**config.mk**
```make
export PLATFORM = sky130hd
export DESIGN_NAME = tix_regs
export DESIGN_NICKNAME = d
export VERILOG_FILES = /design/src/verilog/tix_pkg.sv /design/src/verilog/tix_regs.sv
export VERILOG_INCLUDE_DIRS = /design/src /design/src/verilog
export SDC_FILE = /design/constraint.sdc
export NUM_CORES = 1
export LEC_CHECK = 0
export BUFFER_PORTS_ARGS = -buffer_cell sky130_fd_sc_hd__buf_4
export CAP_MARGIN = 30
export CORE_ASPECT_RATIO = 0.6
export CORE_MARGIN = 8
export CORE_UTILIZATION = 54
export DETAILED_ROUTE_END_ITERATION = 16
export PLACE_DENSITY = 0.95
export SYNTH_ARGS = -nofsm -noshare
export SYNTH_HDL_FRONTEND = slang
export SYNTH_SLANG_ARGS = --single-unit
```
**constraint.sdc**
```tcl
create_clock -name core_clk_i -period 3.3 [get_ports core_clk_i]
set_input_delay 0.165 -clock core_clk_i [delete_from_list [all_inputs] [get_ports core_clk_i]]
set_output_delay 0.165 -clock core_clk_i [all_outputs]
set_load 0.03 [all_outputs]
```
**src/verilog/tix_cfg.svh**
```systemverilog
// tix_cfg.svh: offsets, field positions and codes for the trace input-select and capability registers
// assumes: included by bare name from the package, the monitor and the bench
`ifndef TIX_CFG_SVH
`define TIX_CFG_SVH

// ----------------------------------------------------------------------------
// register byte offsets (word aligned)
// ----------------------------------------------------------------------------
`define TIX_OFS_EXTINSEL 12'h000
`define TIX_OFS_ID0 12'h004
`define TIX_OFS_ID5 12'h008
`define TIX_OFS_CTRL 12'h00c
`define TIX_OFS_QECFG 12'h010

// ----------------------------------------------------------------------------
// capability id0 field positions
// ----------------------------------------------------------------------------
`define TIX_ID0_COMMIT_BIT 29
`define TIX_ID0_TS_LSB 24
`define TIX_ID0_EXDATA_BIT 17
`define TIX_ID0_Q_ELEMENT_SUPPORT_CODE_LSB 15
`define TIX_ID0_Q_ELEMENT_FILTER_SUPPORT_BIT 14
`define TIX_ID0_COND_LSB 12

// ----------------------------------------------------------------------------
// capability id5 field positions
// ----------------------------------------------------------------------------
`define TIX_ID5_EXTERNAL_INPUT_COUNT_LSB 0
`define TIX_ID5_NUMSEL_LSB 16

// ----------------------------------------------------------------------------
// codes
// ----------------------------------------------------------------------------
`define TIX_TS_NONE 5'h00
`define TIX_TS_48 5'h06
`define TIX_TS_64 5'h08
`define TIX_Q_NONE 2'h0
`define TIX_Q_WITH 2'h1
`define TIX_Q_WITHOUT 2'h2
`define TIX_Q_BOTH 2'h3
`define TIX_QE_OFF 2'h0
`define TIX_QE_ONLY_WITH 2'h1
`define TIX_QE_ONLY_WITHOUT 2'h3
`define TIX_COND_PASSFAIL 2'h0
`define TIX_COND_FLAGS 2'h1
`define TIX_SEL_W 8
`define TIX_MAX_INPUTS 256
`define TIX_HTRANS_NONSEQ 2'h2
`define TIX_HSIZE_WORD 3'h2

`endif

```
**src/verilog/tix_pkg.sv**
```systemverilog
// tix_pkg.sv: types for the trace input-select register bank
// assumes: tix_cfg.svh holds every number
package tix_pkg;
`include "tix_cfg.svh"

   // ----------------------------------------------------------------------------
   // register selector
   // ----------------------------------------------------------------------------
   typedef enum logic [2:0] {
      TIX_REG_NONE,
      TIX_REG_EXTINSEL,
      TIX_REG_ID0,
      TIX_REG_ID5,
      TIX_REG_CTRL,
      TIX_REG_QECFG
   } tix_reg_t;

endpackage : tix_pkg

```
**src/verilog/tix_regs.sv**
```systemverilog
// tix_regs.sv: external input select, capability id0/id5, trace enable and q element config, AHB-Lite slave
// assumes: one 40 MHz clock, synchronous active-high reset, single whole-word transfers
`timescale 1ns/10ps

// Operation
// - select register frozen while trace enabled
// - select register present only if count nonzero
// - configurable input count, at most 256
// - select register 32-bit read-write, no defined reset
// - field count follows select resource code
// - each field is unsigned input index
// - field width set by input count
// - capability id0 read-only, fixed by build
// - bit 29 reports commit mode
// - bits 28:24 report timestamp width code
// - timestamping implies enable and control register
// - bit 17 reports exception data support
// - q support 00 makes config read zero
// - q support 01 allows config 00/01
// - q support 10 allows 00/11; 11 full
// - bit 14 filtering only when q supported
// - bits 13:12 report conditional trace type
module tix_regs
   import tix_pkg::*;
#(
   parameter int NUM_SEL = 4,
   parameter int NUM_EXTIN = 256,
   parameter bit COMMIT_MODE = 1'b0,
   parameter logic [4:0] TS_SIZE = `TIX_TS_64,
   parameter bit EXDATA_SUPP = 1'b0,
   parameter logic [1:0] Q_SUPP = `TIX_Q_BOTH,
   parameter bit Q_FILT = 1'b1,
   parameter logic [1:0] COND_TYPE = `TIX_COND_PASSFAIL
) (
   // clock and reset
   input wire logic core_clk_i,
   input wire logic rst_i,
   // ahb-lite slave
   input wire logic hsel_i,
   input wire logic [11:0] haddr_i,
   input wire logic [1:0] htrans_i,
   input wire logic hwrite_i,
   input wire logic [2:0] hsize_i,
   input wire logic hready_i,
   input wire logic [31:0] hwdata_i,
   output logic [31:0] hrdata_o,
   output logic hreadyout_o,
   output logic hresp_o,
   // trace unit view
   output logic trace_enabled_o,
   output logic timestamp_enable_o,
   output logic [1:0] q_element_config_o,
   output logic [31:0] ext_input_choice_o
);

   // ----------------------------------------------------------------------------
   // derived sizes
   // ----------------------------------------------------------------------------
   localparam int SELW = (NUM_EXTIN <= 2) ? 1 : $clog2(NUM_EXTIN);
   localparam logic [2:0] SEL_CODE = 3'(NUM_SEL);
   localparam logic [8:0] EXTIN_CODE = 9'(NUM_EXTIN);
   localparam bit TS_PRESENT = (TS_SIZE != `TIX_TS_NONE);

   initial begin
      if (NUM_SEL < 0 || NUM_SEL > 4) $error("tix_regs: NUM_SEL out of range");
      if (NUM_EXTIN < 1 || NUM_EXTIN > `TIX_MAX_INPUTS) $error("tix_regs: NUM_EXTIN out of range");
      if (TS_SIZE != `TIX_TS_NONE && TS_SIZE != `TIX_TS_48 && TS_SIZE != `TIX_TS_64)
         $error("tix_regs: reserved timestamp size");
      if (COND_TYPE != `TIX_COND_PASSFAIL && COND_TYPE != `TIX_COND_FLAGS)
         $error("tix_regs: reserved conditional type");
   end

   // ----------------------------------------------------------------------------
   // fixed capability words
   // ----------------------------------------------------------------------------
   function automatic logic [31:0] id0_word();
      logic [31:0] w;
      w = 32'h0;
      w[`TIX_ID0_COMMIT_BIT] = COMMIT_MODE;
      w[`TIX_ID0_TS_LSB +: 5] = TS_SIZE;
      w[`TIX_ID0_EXDATA_BIT] = EXDATA_SUPP;
      w[`TIX_ID0_Q_ELEMENT_SUPPORT_CODE_LSB +: 2] = Q_SUPP;
      w[`TIX_ID0_Q_ELEMENT_FILTER_SUPPORT_BIT] = (Q_SUPP != `TIX_Q_NONE) ? Q_FILT : 1'b0;
      w[`TIX_ID0_COND_LSB +: 2] = COND_TYPE;
      return w;
   endfunction : id0_word

   localparam logic [31:0] ID0_VAL = id0_word();

   function automatic logic [31:0] id5_word();
      logic [31:0] w;
      w = 32'h0;
      w[`TIX_ID5_EXTERNAL_INPUT_COUNT_LSB +: 9] = EXTIN_CODE;
      w[`TIX_ID5_NUMSEL_LSB +: 3] = SEL_CODE;
      return w;
   endfunction : id5_word

   localparam logic [31:0] ID5_VAL = id5_word();

   // implemented bits of the select register
   function automatic logic [31:0] sel_mask();
      logic [31:0] m;
      m = 32'h0;
      for (int i = 0; i < 4; i++) begin
         if (i < NUM_SEL) begin
            m[i * `TIX_SEL_W +: `TIX_SEL_W] = 8'((9'h1 << SELW) - 9'h1);
         end
      end
      return m;
   endfunction : sel_mask

   localparam logic [31:0] SEL_MASK = sel_mask();

   // legal q element config per support code
   function automatic logic [1:0] qe_filter(input logic [1:0] v);
      logic [1:0] r;
      r = `TIX_QE_OFF;
      case (Q_SUPP)
         `TIX_Q_NONE: r = `TIX_QE_OFF;
         `TIX_Q_WITH: r = (v == `TIX_QE_ONLY_WITH) ? v : `TIX_QE_OFF;
         `TIX_Q_WITHOUT: r = (v == `TIX_QE_ONLY_WITHOUT) ? v : `TIX_QE_OFF;
         default: r = v;
      endcase
      return r;
   endfunction : qe_filter

   // ----------------------------------------------------------------------------
   // state
   // ----------------------------------------------------------------------------
   typedef struct packed {
      logic wr_pend;
      tix_reg_t dreg;
      logic [31:0] rdata;
      logic [31:0] sel;
      logic enabled;
      logic ts_en;
      logic [1:0] qe;
   } tix_state_t;

   tix_state_t s_q;
   tix_state_t s_d;

   logic take;
   tix_reg_t areg;

   always_comb begin
      take = hsel_i && hready_i && (htrans_i == `TIX_HTRANS_NONSEQ);
      case (haddr_i)
         `TIX_OFS_EXTINSEL: areg = (NUM_SEL > 0) ? TIX_REG_EXTINSEL : TIX_REG_NONE;
         `TIX_OFS_ID0: areg = TIX_REG_ID0;
         `TIX_OFS_ID5: areg = TIX_REG_ID5;
         `TIX_OFS_CTRL: areg = TIX_REG_CTRL;
         `TIX_OFS_QECFG: areg = TIX_REG_QECFG;
         default: areg = TIX_REG_NONE;
      endcase
   end

   // ----------------------------------------------------------------------------
   // next state
   // ----------------------------------------------------------------------------
   always_comb begin
      s_d = s_q;
      if (s_q.wr_pend) begin
         case (s_q.dreg)
            TIX_REG_EXTINSEL: begin
               if (!s_q.enabled) begin
                  s_d.sel = hwdata_i & SEL_MASK;
               end
            end
            TIX_REG_CTRL: begin
               s_d.enabled = hwdata_i[0];
               s_d.ts_en = TS_PRESENT ? hwdata_i[1] : 1'b0;
            end
            TIX_REG_QECFG: begin
               if (!s_q.enabled) begin
                  s_d.qe = qe_filter(hwdata_i[1:0]);
               end
            end
            default: begin
            end
         endcase
      end
      s_d.wr_pend = take && hwrite_i;
      s_d.dreg = take ? areg : TIX_REG_NONE;
      // reads use the post-write view so a read pipelined behind a write sees the new value
      if (take && !hwrite_i) begin
         case (areg)
            TIX_REG_EXTINSEL: s_d.rdata = s_d.sel & SEL_MASK;
            TIX_REG_ID0: s_d.rdata = ID0_VAL;
            TIX_REG_ID5: s_d.rdata = ID5_VAL;
            TIX_REG_CTRL: s_d.rdata = {30'h0, s_d.ts_en, s_d.enabled};
            TIX_REG_QECFG: s_d.rdata = {30'h0, s_d.qe};
            default: s_d.rdata = 32'h0;
         endcase
      end
   end

   // select contents keep their value through reset and are not cleared: software programs them
   always_ff @(posedge core_clk_i) begin
      if (rst_i) begin
         s_q.wr_pend <= 1'b0;
         s_q.dreg <= TIX_REG_NONE;
         s_q.rdata <= 32'h0;
         s_q.enabled <= 1'b0;
         s_q.ts_en <= 1'b0;
         s_q.qe <= `TIX_QE_OFF;
         s_q.sel <= s_d.sel;
      end else begin
         s_q <= s_d;
      end
   end

   // ----------------------------------------------------------------------------
   // outputs
   // ----------------------------------------------------------------------------
   assign hrdata_o = s_q.rdata;
   assign hreadyout_o = 1'b1;
   assign hresp_o = 1'b0;
   assign trace_enabled_o = s_q.enabled;
   assign timestamp_enable_o = s_q.ts_en;
   assign q_element_config_o = s_q.qe;
   assign ext_input_choice_o = s_q.sel & SEL_MASK;

endmodule : tix_regs

```
==> results of run 1 <==
[flip-flops by register name, summed over array words and instances (netlist names)]
register            count
ext_input_choice_o     32
timestamp_enable_o      1
trace_enabled_o         1
s_q                     4
q_element_config_o      2
hrdata_o               32
[synthesized netlist by cell type (2+ instances only)]
cell,count
o21ai_0,32
nand3_1,30
or3_1,3
a22o_1,4
o21a_1,2
nand2_1,58
buf_2,5
nor3_1,5
or2_2,2
a21o_1,2
nor2b_1,3
conb_1,2
a31o_2,2
mux2_2,2
nor3b_1,3
and3_1,2
a21oi_1,24
a22oi_1,4
dfxtp_1,72
nand2b_1,2
clkbuf_1,27
a311oi_1,6
a211o_1,4
o21ba_2,2
buf_4,68
a2111o_1,24
nor2_1,8
inv_1,5
[cell families (layout without fill, tap and decap cells)]
kind of cell | Yosys count | count (layout) | share of synthesized area, %
xor+xnor | 1 | 1 | 0.250
mux | 2 | 2 | 0.642
other cells | 2 | 2 | 0.214
flops | 72 | 72 | 41.1
buf+inv | 106 | 144 | 19.0
compound gates | 108 | 108 | 22.7
simple gates | 121 | 121 | 16.1
[routing by layer]
layer  wire [um]  vias to the layer above  share of wire, %
met5           0                        -                 0
met4          74                        0              0.79
met3        1050                        8                11
met2        4290                      118                46
met1        3930                     1401                42
li1            -                     1455                 -
[placed cells by master (no fill, tap or decap), types with 2 or more instances in the layout]
| cell type | netlist | routed |
|---|---|---|
| a22o_1 | 4 | 4 |
| a2111o_1 | 24 | 24 |
| nand2_1 | 58 | 58 |
| nand3_1 | 30 | 30 |
| clkinv_2 | 0 | 2 |
| nor2_1 | 8 | 8 |
| or2_2 | 2 | 2 |
| o21a_1 | 2 | 2 |
| nor3b_1 | 3 | 2 |
| and3_1 | 2 | 2 |
| conb_1 | 2 | 2 |
| o21ai_0 | 32 | 32 |
| nor2b_1 | 3 | 2 |
| a22oi_1 | 4 | 4 |
| inv_1 | 5 | 5 |
| a311oi_1 | 6 | 6 |
| clkinvlp_4 | 0 | 2 |
| nor3_1 | 5 | 5 |
| mux2_2 | 2 | 2 |
| buf_4 | 68 | 122 |
| a21oi_1 | 24 | 24 |
| a21o_1 | 2 | 2 |
| o21ba_2 | 2 | 2 |
| dfxtp_1 | 72 | 72 |
| clkbuf_8 | 0 | 10 |
| or3_1 | 3 | 3 |
| a31o_2 | 2 | 2 |
| a211o_1 | 4 | 4 |
[path summary, 6_finish.rpt]
path	to	cells after the start	slack, ns
min	ext_input_choice_o[14]	3	0.07
max reg2reg	hrdata_o[10]	5	1.17
min reg2reg	hrdata_o[29]	2	0.46
max	hrdata_o[10]	5	1.17
[worst max-delay path: stages (launching register included)]
cell and delay, ns:
dfxtp_1 0.37, nor2b_2 0.64, buf_4 0.36, nand3_1 0.14, a2111o_1 0.39, a21oi_1 0.15
[where the power goes]
group          internal, W  total (W)  switching (W)
clock             0.000287   0.000596       0.000309
sequential        0.000868   0.000868    0.000000122
combinational    0.0000436  0.0000853      0.0000417
[metrics by stage]
stage / hold slack [ns] / util, % / instances / total power, W
4_1_cts: 0.0517 / 66.2 / 534 / 0.00157
5_1_grt: 0.0449 / 66.2 / 534 / 0.00162
3_5_place_dp: 0.406 / 63.5 / 519 / 0.000973
2_1_floorplan: 0.248 / - / 412 / 0.000920
6_report: 0.0686 / 66.2 / 534 / 0.00155
3_3_place_gp: 0.401 / 62.8 / 517 / 0.000972
[layout make-up]
type	count	area (um2)
Timing Repair Buffer	124	958
Sequential cell	72	1440
Multi-Input combinational cell	234	1410
Tap cell	84	105
Fill cell	532	2090
Clock buffer	10	138
Clock inverter	5	33.8
Inverter	5	18.8
==> run_results.csv, run 1 <==
group,metric,value,unit
status,status,"completed",
detailed_routing,vias,2982,
clock_network,numCtsBuffers,9,
critical_path,crit_path_end_kind,"flop",
floorplanning,die-area,0.00941,mm2
grt,grt.busiest_layer,"met2",
timing,fin_crit,2.13,ns
grt,use_met3,10.3,%
power_and_ir_drop,p_per_area,378,mW/mm2
critical_path,cp-start-kind,"flop",
timing,timing.final.crit_share,64.5,%
layout,stdcell_area,0.00410,mm2
logic_synthesis,syn_area_per_cell,8.51,um2
logic_synthesis,synth.distinct_cells,37,
logic_synthesis,syn-instance-count,412,
floorplanning,die_h,78.4,um
detailed_routing,detail_route.wirelength,9350,um
detailed_routing,viasPerCell,5.58,
power_and_ir_drop,leakagePower,1.58,nW
timing,fin_ws,1.17,ns
clock_network,cts_tree,"built",
clock_network,cts_root_buf,"clkbuf_8",
detailed_routing,wl_per_cell,17.5,um
placed_design,dp_hpwl,6760,um
timing,fin_skew,0.0118,ns
timing,max_slew_margin,30.7,%
logic_synthesis,yosysWarningCount,0,
timing,worst_pin_slew,1.04,ns
critical_path,path_max_fanout,17,
grt,grt_pass1_vias,3028,
critical_path,r2r_start,"s_q[71]",
placed_design,place_congestion,0.879,
timing,finalHoldViolCount,0,
layout,drive_above_1_share,33.6,%
detailed_routing,drc,0,
floorplanning,core,0.00619,mm2
logic_synthesis,seq_area_frac_synth,41.1,%
run,drv_cap,0,
clock_network,clock_latency,0.33,ns
clock_network,clkTransAtPathRegs,0.08,ns
clock_network,htree_levels,3,
logic_synthesis,synth_area_leaders,"dfxtp_1 41%, buf_4 15%, a2111o_1 7.7%",
critical_path,path_class,"reg -> reg",
timing,drv_slew,0,
timing,fmax,0.470,GHz
clock_network,cts_hold_buf,0,
clock_network,cts_sinks,72,
clock_network,cts_setup_buffers,0,
grt,grt_use_total,19.6,%
logic_synthesis,ys.flop_type,"dfxtp_1",
logic_synthesis,synth-async-reset-ratio,0,%
power_and_ir_drop,peakVddDrop,0.000272,V
detailed_routing,dr.pass1.iters,4,
clock_network,cts_resized,0,
detailed_routing,drt_iter0_drc,216,
floorplanning,die_w,120,um
layout,final_nets,500,
grt,grt_pass1_wl,15200,um
timing,rsz0062_at_grt,"false",
layout,diodes,0,
placed_design,place_ws,1.01,ns
logic_synthesis,synth_edf_count,0,
placed_design,place.port_buffers,118,
grt,antenna_found_initial,0,
logic_synthesis,ys_ff_latch,72,
timing,setup_viol,0,
min_path,hold_start,"hwdata_i[14]",
min_path,hold_class,"in -> reg",
grt,met2_usage,31.3,%
layout,syn_to_final_growth,17.0,%
placed_design,place_area,0.00393,mm2
critical_path,crit_path_start,"s_q[71]",
logic_synthesis,synth_largest_area_cell,"dfxtp_1",
timing,fin_setup_tns,0,ns
critical_path,crit_arrival,2.39,ns
clock_network,cts.path.max_buffers,2,
floorplanning,ioPinCount,124,
grt,met1_usage,23.3,%
critical_path,cp.required,3.56,ns
floorplanning,start_util,56.6,%
grt,grt_overflow,0,
logic_synthesis,syn_area,0.00351,mm2
detailed_routing,postRouteAntennaNets,0,
grt,grt_max_degree,53,
logic_synthesis,synth_fp_nets,466,
logic_synthesis,synth_top_area_share,41.1,%
floorplanning,num_rows,22,
Power figures use the tool's default switching activity.
==> run 2: changes to the inputs <==
CORE_UTILIZATION = 45   (was 54)
PLACE_DENSITY = 0.86   (was 0.95)
clock period = 1.85 ns   (was 3.3 ns; I/O delays follow)
==> run 2 against run 1 <==
Cell area is 7.3% higher. Flip-flop and latch count is the same. Combinational power grew 110%. Clock-buffer cell count grew 6. Routed wire length rose by 9.6%. Non-clock buffer count rose by 19. Core utilization is 9.3 points lower. Clock skew is 0.0049 ns lower. Largest cell class unchanged. Highest routed layer unchanged.
==> run_results.csv, run 2 (synthesis gave the netlist of run 1 again) <==
group,metric,value,unit
status,status,"completed",
timing,fin_skew,0.00683,ns
grt,grt_pass1_vias,3145,
critical_path,cp_cell_sequence,"or3b_1 -> buf_4 -> o21ai_0 -> a2111o_1 -> a21oi_1",
layout,final_cell_mix,"129 x buf_4, 72 x dfxtp_1, 58 x nand2_1",
power_and_ir_drop,p_per_area,745,mW/mm2
critical_path,path_max_fanout,25,
placed_design,place_congestion,0.844,
critical_path,crit_path_end_kind,"flop",
grt,grt_overflow,0,
clock_network,htree_levels,3,
critical_path,ff2ff_setup_slack,0.12,ns
floorplanning,die_h,84.4,um
min_path,min_path_cells,3,
timing,finalHoldViolCount,0,
placed_design,place_area,0.00403,mm2
clock_network,cts_root_buf,"clkbuf_16",
min_path,hold_start,"hwdata_i[31]",
layout,diodes,0,
clock_network,cts_resized,0,
placed_design,place.port_buffers,118,
clock_network,clkTransAtPathRegs,0.06,ns
clock_network,clock_latency,0.33,ns
clock_network,cts_tree,"built",
layout,mostFrequentLayoutCell,"buf_4",
clock_network,numCtsBuffers,9,
floorplanning,num_rows,25,
grt,grt_pass1_wl,16200,um
critical_path,r2r_start,"trace_enabled_o",
floorplanning,core,0.00773,mm2
placed_design,post-place-cells,551,
layout,stdcell_count,578,
grt,grt_max_degree,53,
detailed_routing,vias,3152,
detailed_routing,postRouteAntennaNets,0,
timing,timing.final.crit_share,93.6,%
timing,fin_crit,1.73,ns
floorplanning,die-area,0.0110,mm2
clock_network,cts_sinks,72,
timing,drv_slew,0,
detailed_routing,drt_iter0_drc,228,
detailed_routing,wl_per_cell,17.7,um
critical_path,path_class,"reg -> reg",
grt,antenna_found_initial,0,
clock_network,cts_hold_buf,11,
floorplanning,start_util,45.4,%
critical_path,cp_slowest_cell,"a2111o_1",
grt,grt_use_total,18.6,%
layout,syn_to_final_growth,25.6,%
power_and_ir_drop,leakagePower,1.70,nW
clock_network,cts_setup_buffers,0,
detailed_routing,drc,0,
timing,rsz0062_at_grt,"false",
min_path,hold_class,"in -> reg",
power_and_ir_drop,peakVddDrop,0.000509,V
floorplanning,ioPinCount,124,
critical_path,crit_arrival,1.98,ns
detailed_routing,viasPerCell,5.45,
critical_path,cp.required,2.10,ns
layout,final_nets,519,
layout,stdcell_area,0.00440,mm2
floorplanning,die_w,130,um
critical_path,rr_endpoint,"hrdata_o[25]",
critical_path,rr_worst_depth,5,
detailed_routing,detail_route.wirelength,10200,um
timing,setup_viol,0,
min_path,hold_path_end,"ext_input_choice_o[31]",
critical_path,cp-start-kind,"flop",
placed_design,dp_hpwl,7140,um
critical_path,worst_path_largest_cell_delay,0.43,ns
detailed_routing,dr.pass1.iters,5,
clock_network,cts.path.max_buffers,2,
run,drv_cap,0,
layout,drive_above_1_share,32.8,%
timing,fmax,0.577,GHz
run 2: cell types whose count changed in the layout (fill, tap and decap cells not counted), sizes merged:
cell         before  now
clkinvlp          2    0
clkbuf           10   16
dlygate4sd3       0   11
clkinv            3    0
buf             124  132
run 2: worst max path at each step:
stage / start / end / cells after the start
after global placement: haddr_i[9] / hrdata_o[1] / 6
after detailed placement: haddr_i[9] / hrdata_o[1] / 6
after floorplan: trace_enabled_o / hrdata_o[0] / 5
after global routing: trace_enabled_o / hrdata_o[9] / 5
after CTS: trace_enabled_o / hrdata_o[16] / 5
final: trace_enabled_o / hrdata_o[25] / 5
run 2: routing by layer:
metal	share of wire, %	GRT usage, %
met5	0	0
met3	9.3	6.83
met1	44	22.6
met4	1.3	6.39
met2	46	29.6
run 2: critical path: cells and delay by family (launching register included):
kind	cells	cell delay [ns]
simple gates	1	0.18
flops	1	0.41
buf+inv	1	0.28
compound gates	3	0.78
run 2: metrics by stage:
step | hold slack [ns] | TNS, ns | setup WS [ns] | total power (W) | utilization, %
finish | 0.0119 | 0 | 0.117 | 0.00328 | 57.0
global route | 0.0159 | 0 | 0.00299 | 0.00339 | 57.0
CTS | 0.000497 | 0 | 0.137 | 0.00331 | 57.0
detailed placement | 0.336 | -0.493 | -0.0720 | 0.00174 | 52.2
global placement | 0.330 | -0.0488 | -0.0258 | 0.00174 | 52.2
floorplan | 0.176 | 0 | 0.00450 | 0.00164 | -
run 2: report_power, final:
part | leakage (nW) | switching, W | internal, W
Sequential | 0.581 | 0.000000186 | 0.00155
Combinational | 0.997 | 0.0000831 | 0.0000981
Clock | 0.125 | 0.000602 | 0.000947
Total | 1.70 | 0.000685 | 0.00260
run 2: layout make-up:
class / instances / area [um2]
inverter: 5 / 18.8
clock buffer: 16 / 262
multi-input combinational: 234 / 1410
fill: 681 / 3320
tap: 108 / 135
timing repair buffer: 143 / 1140
sequential: 72 / 1440
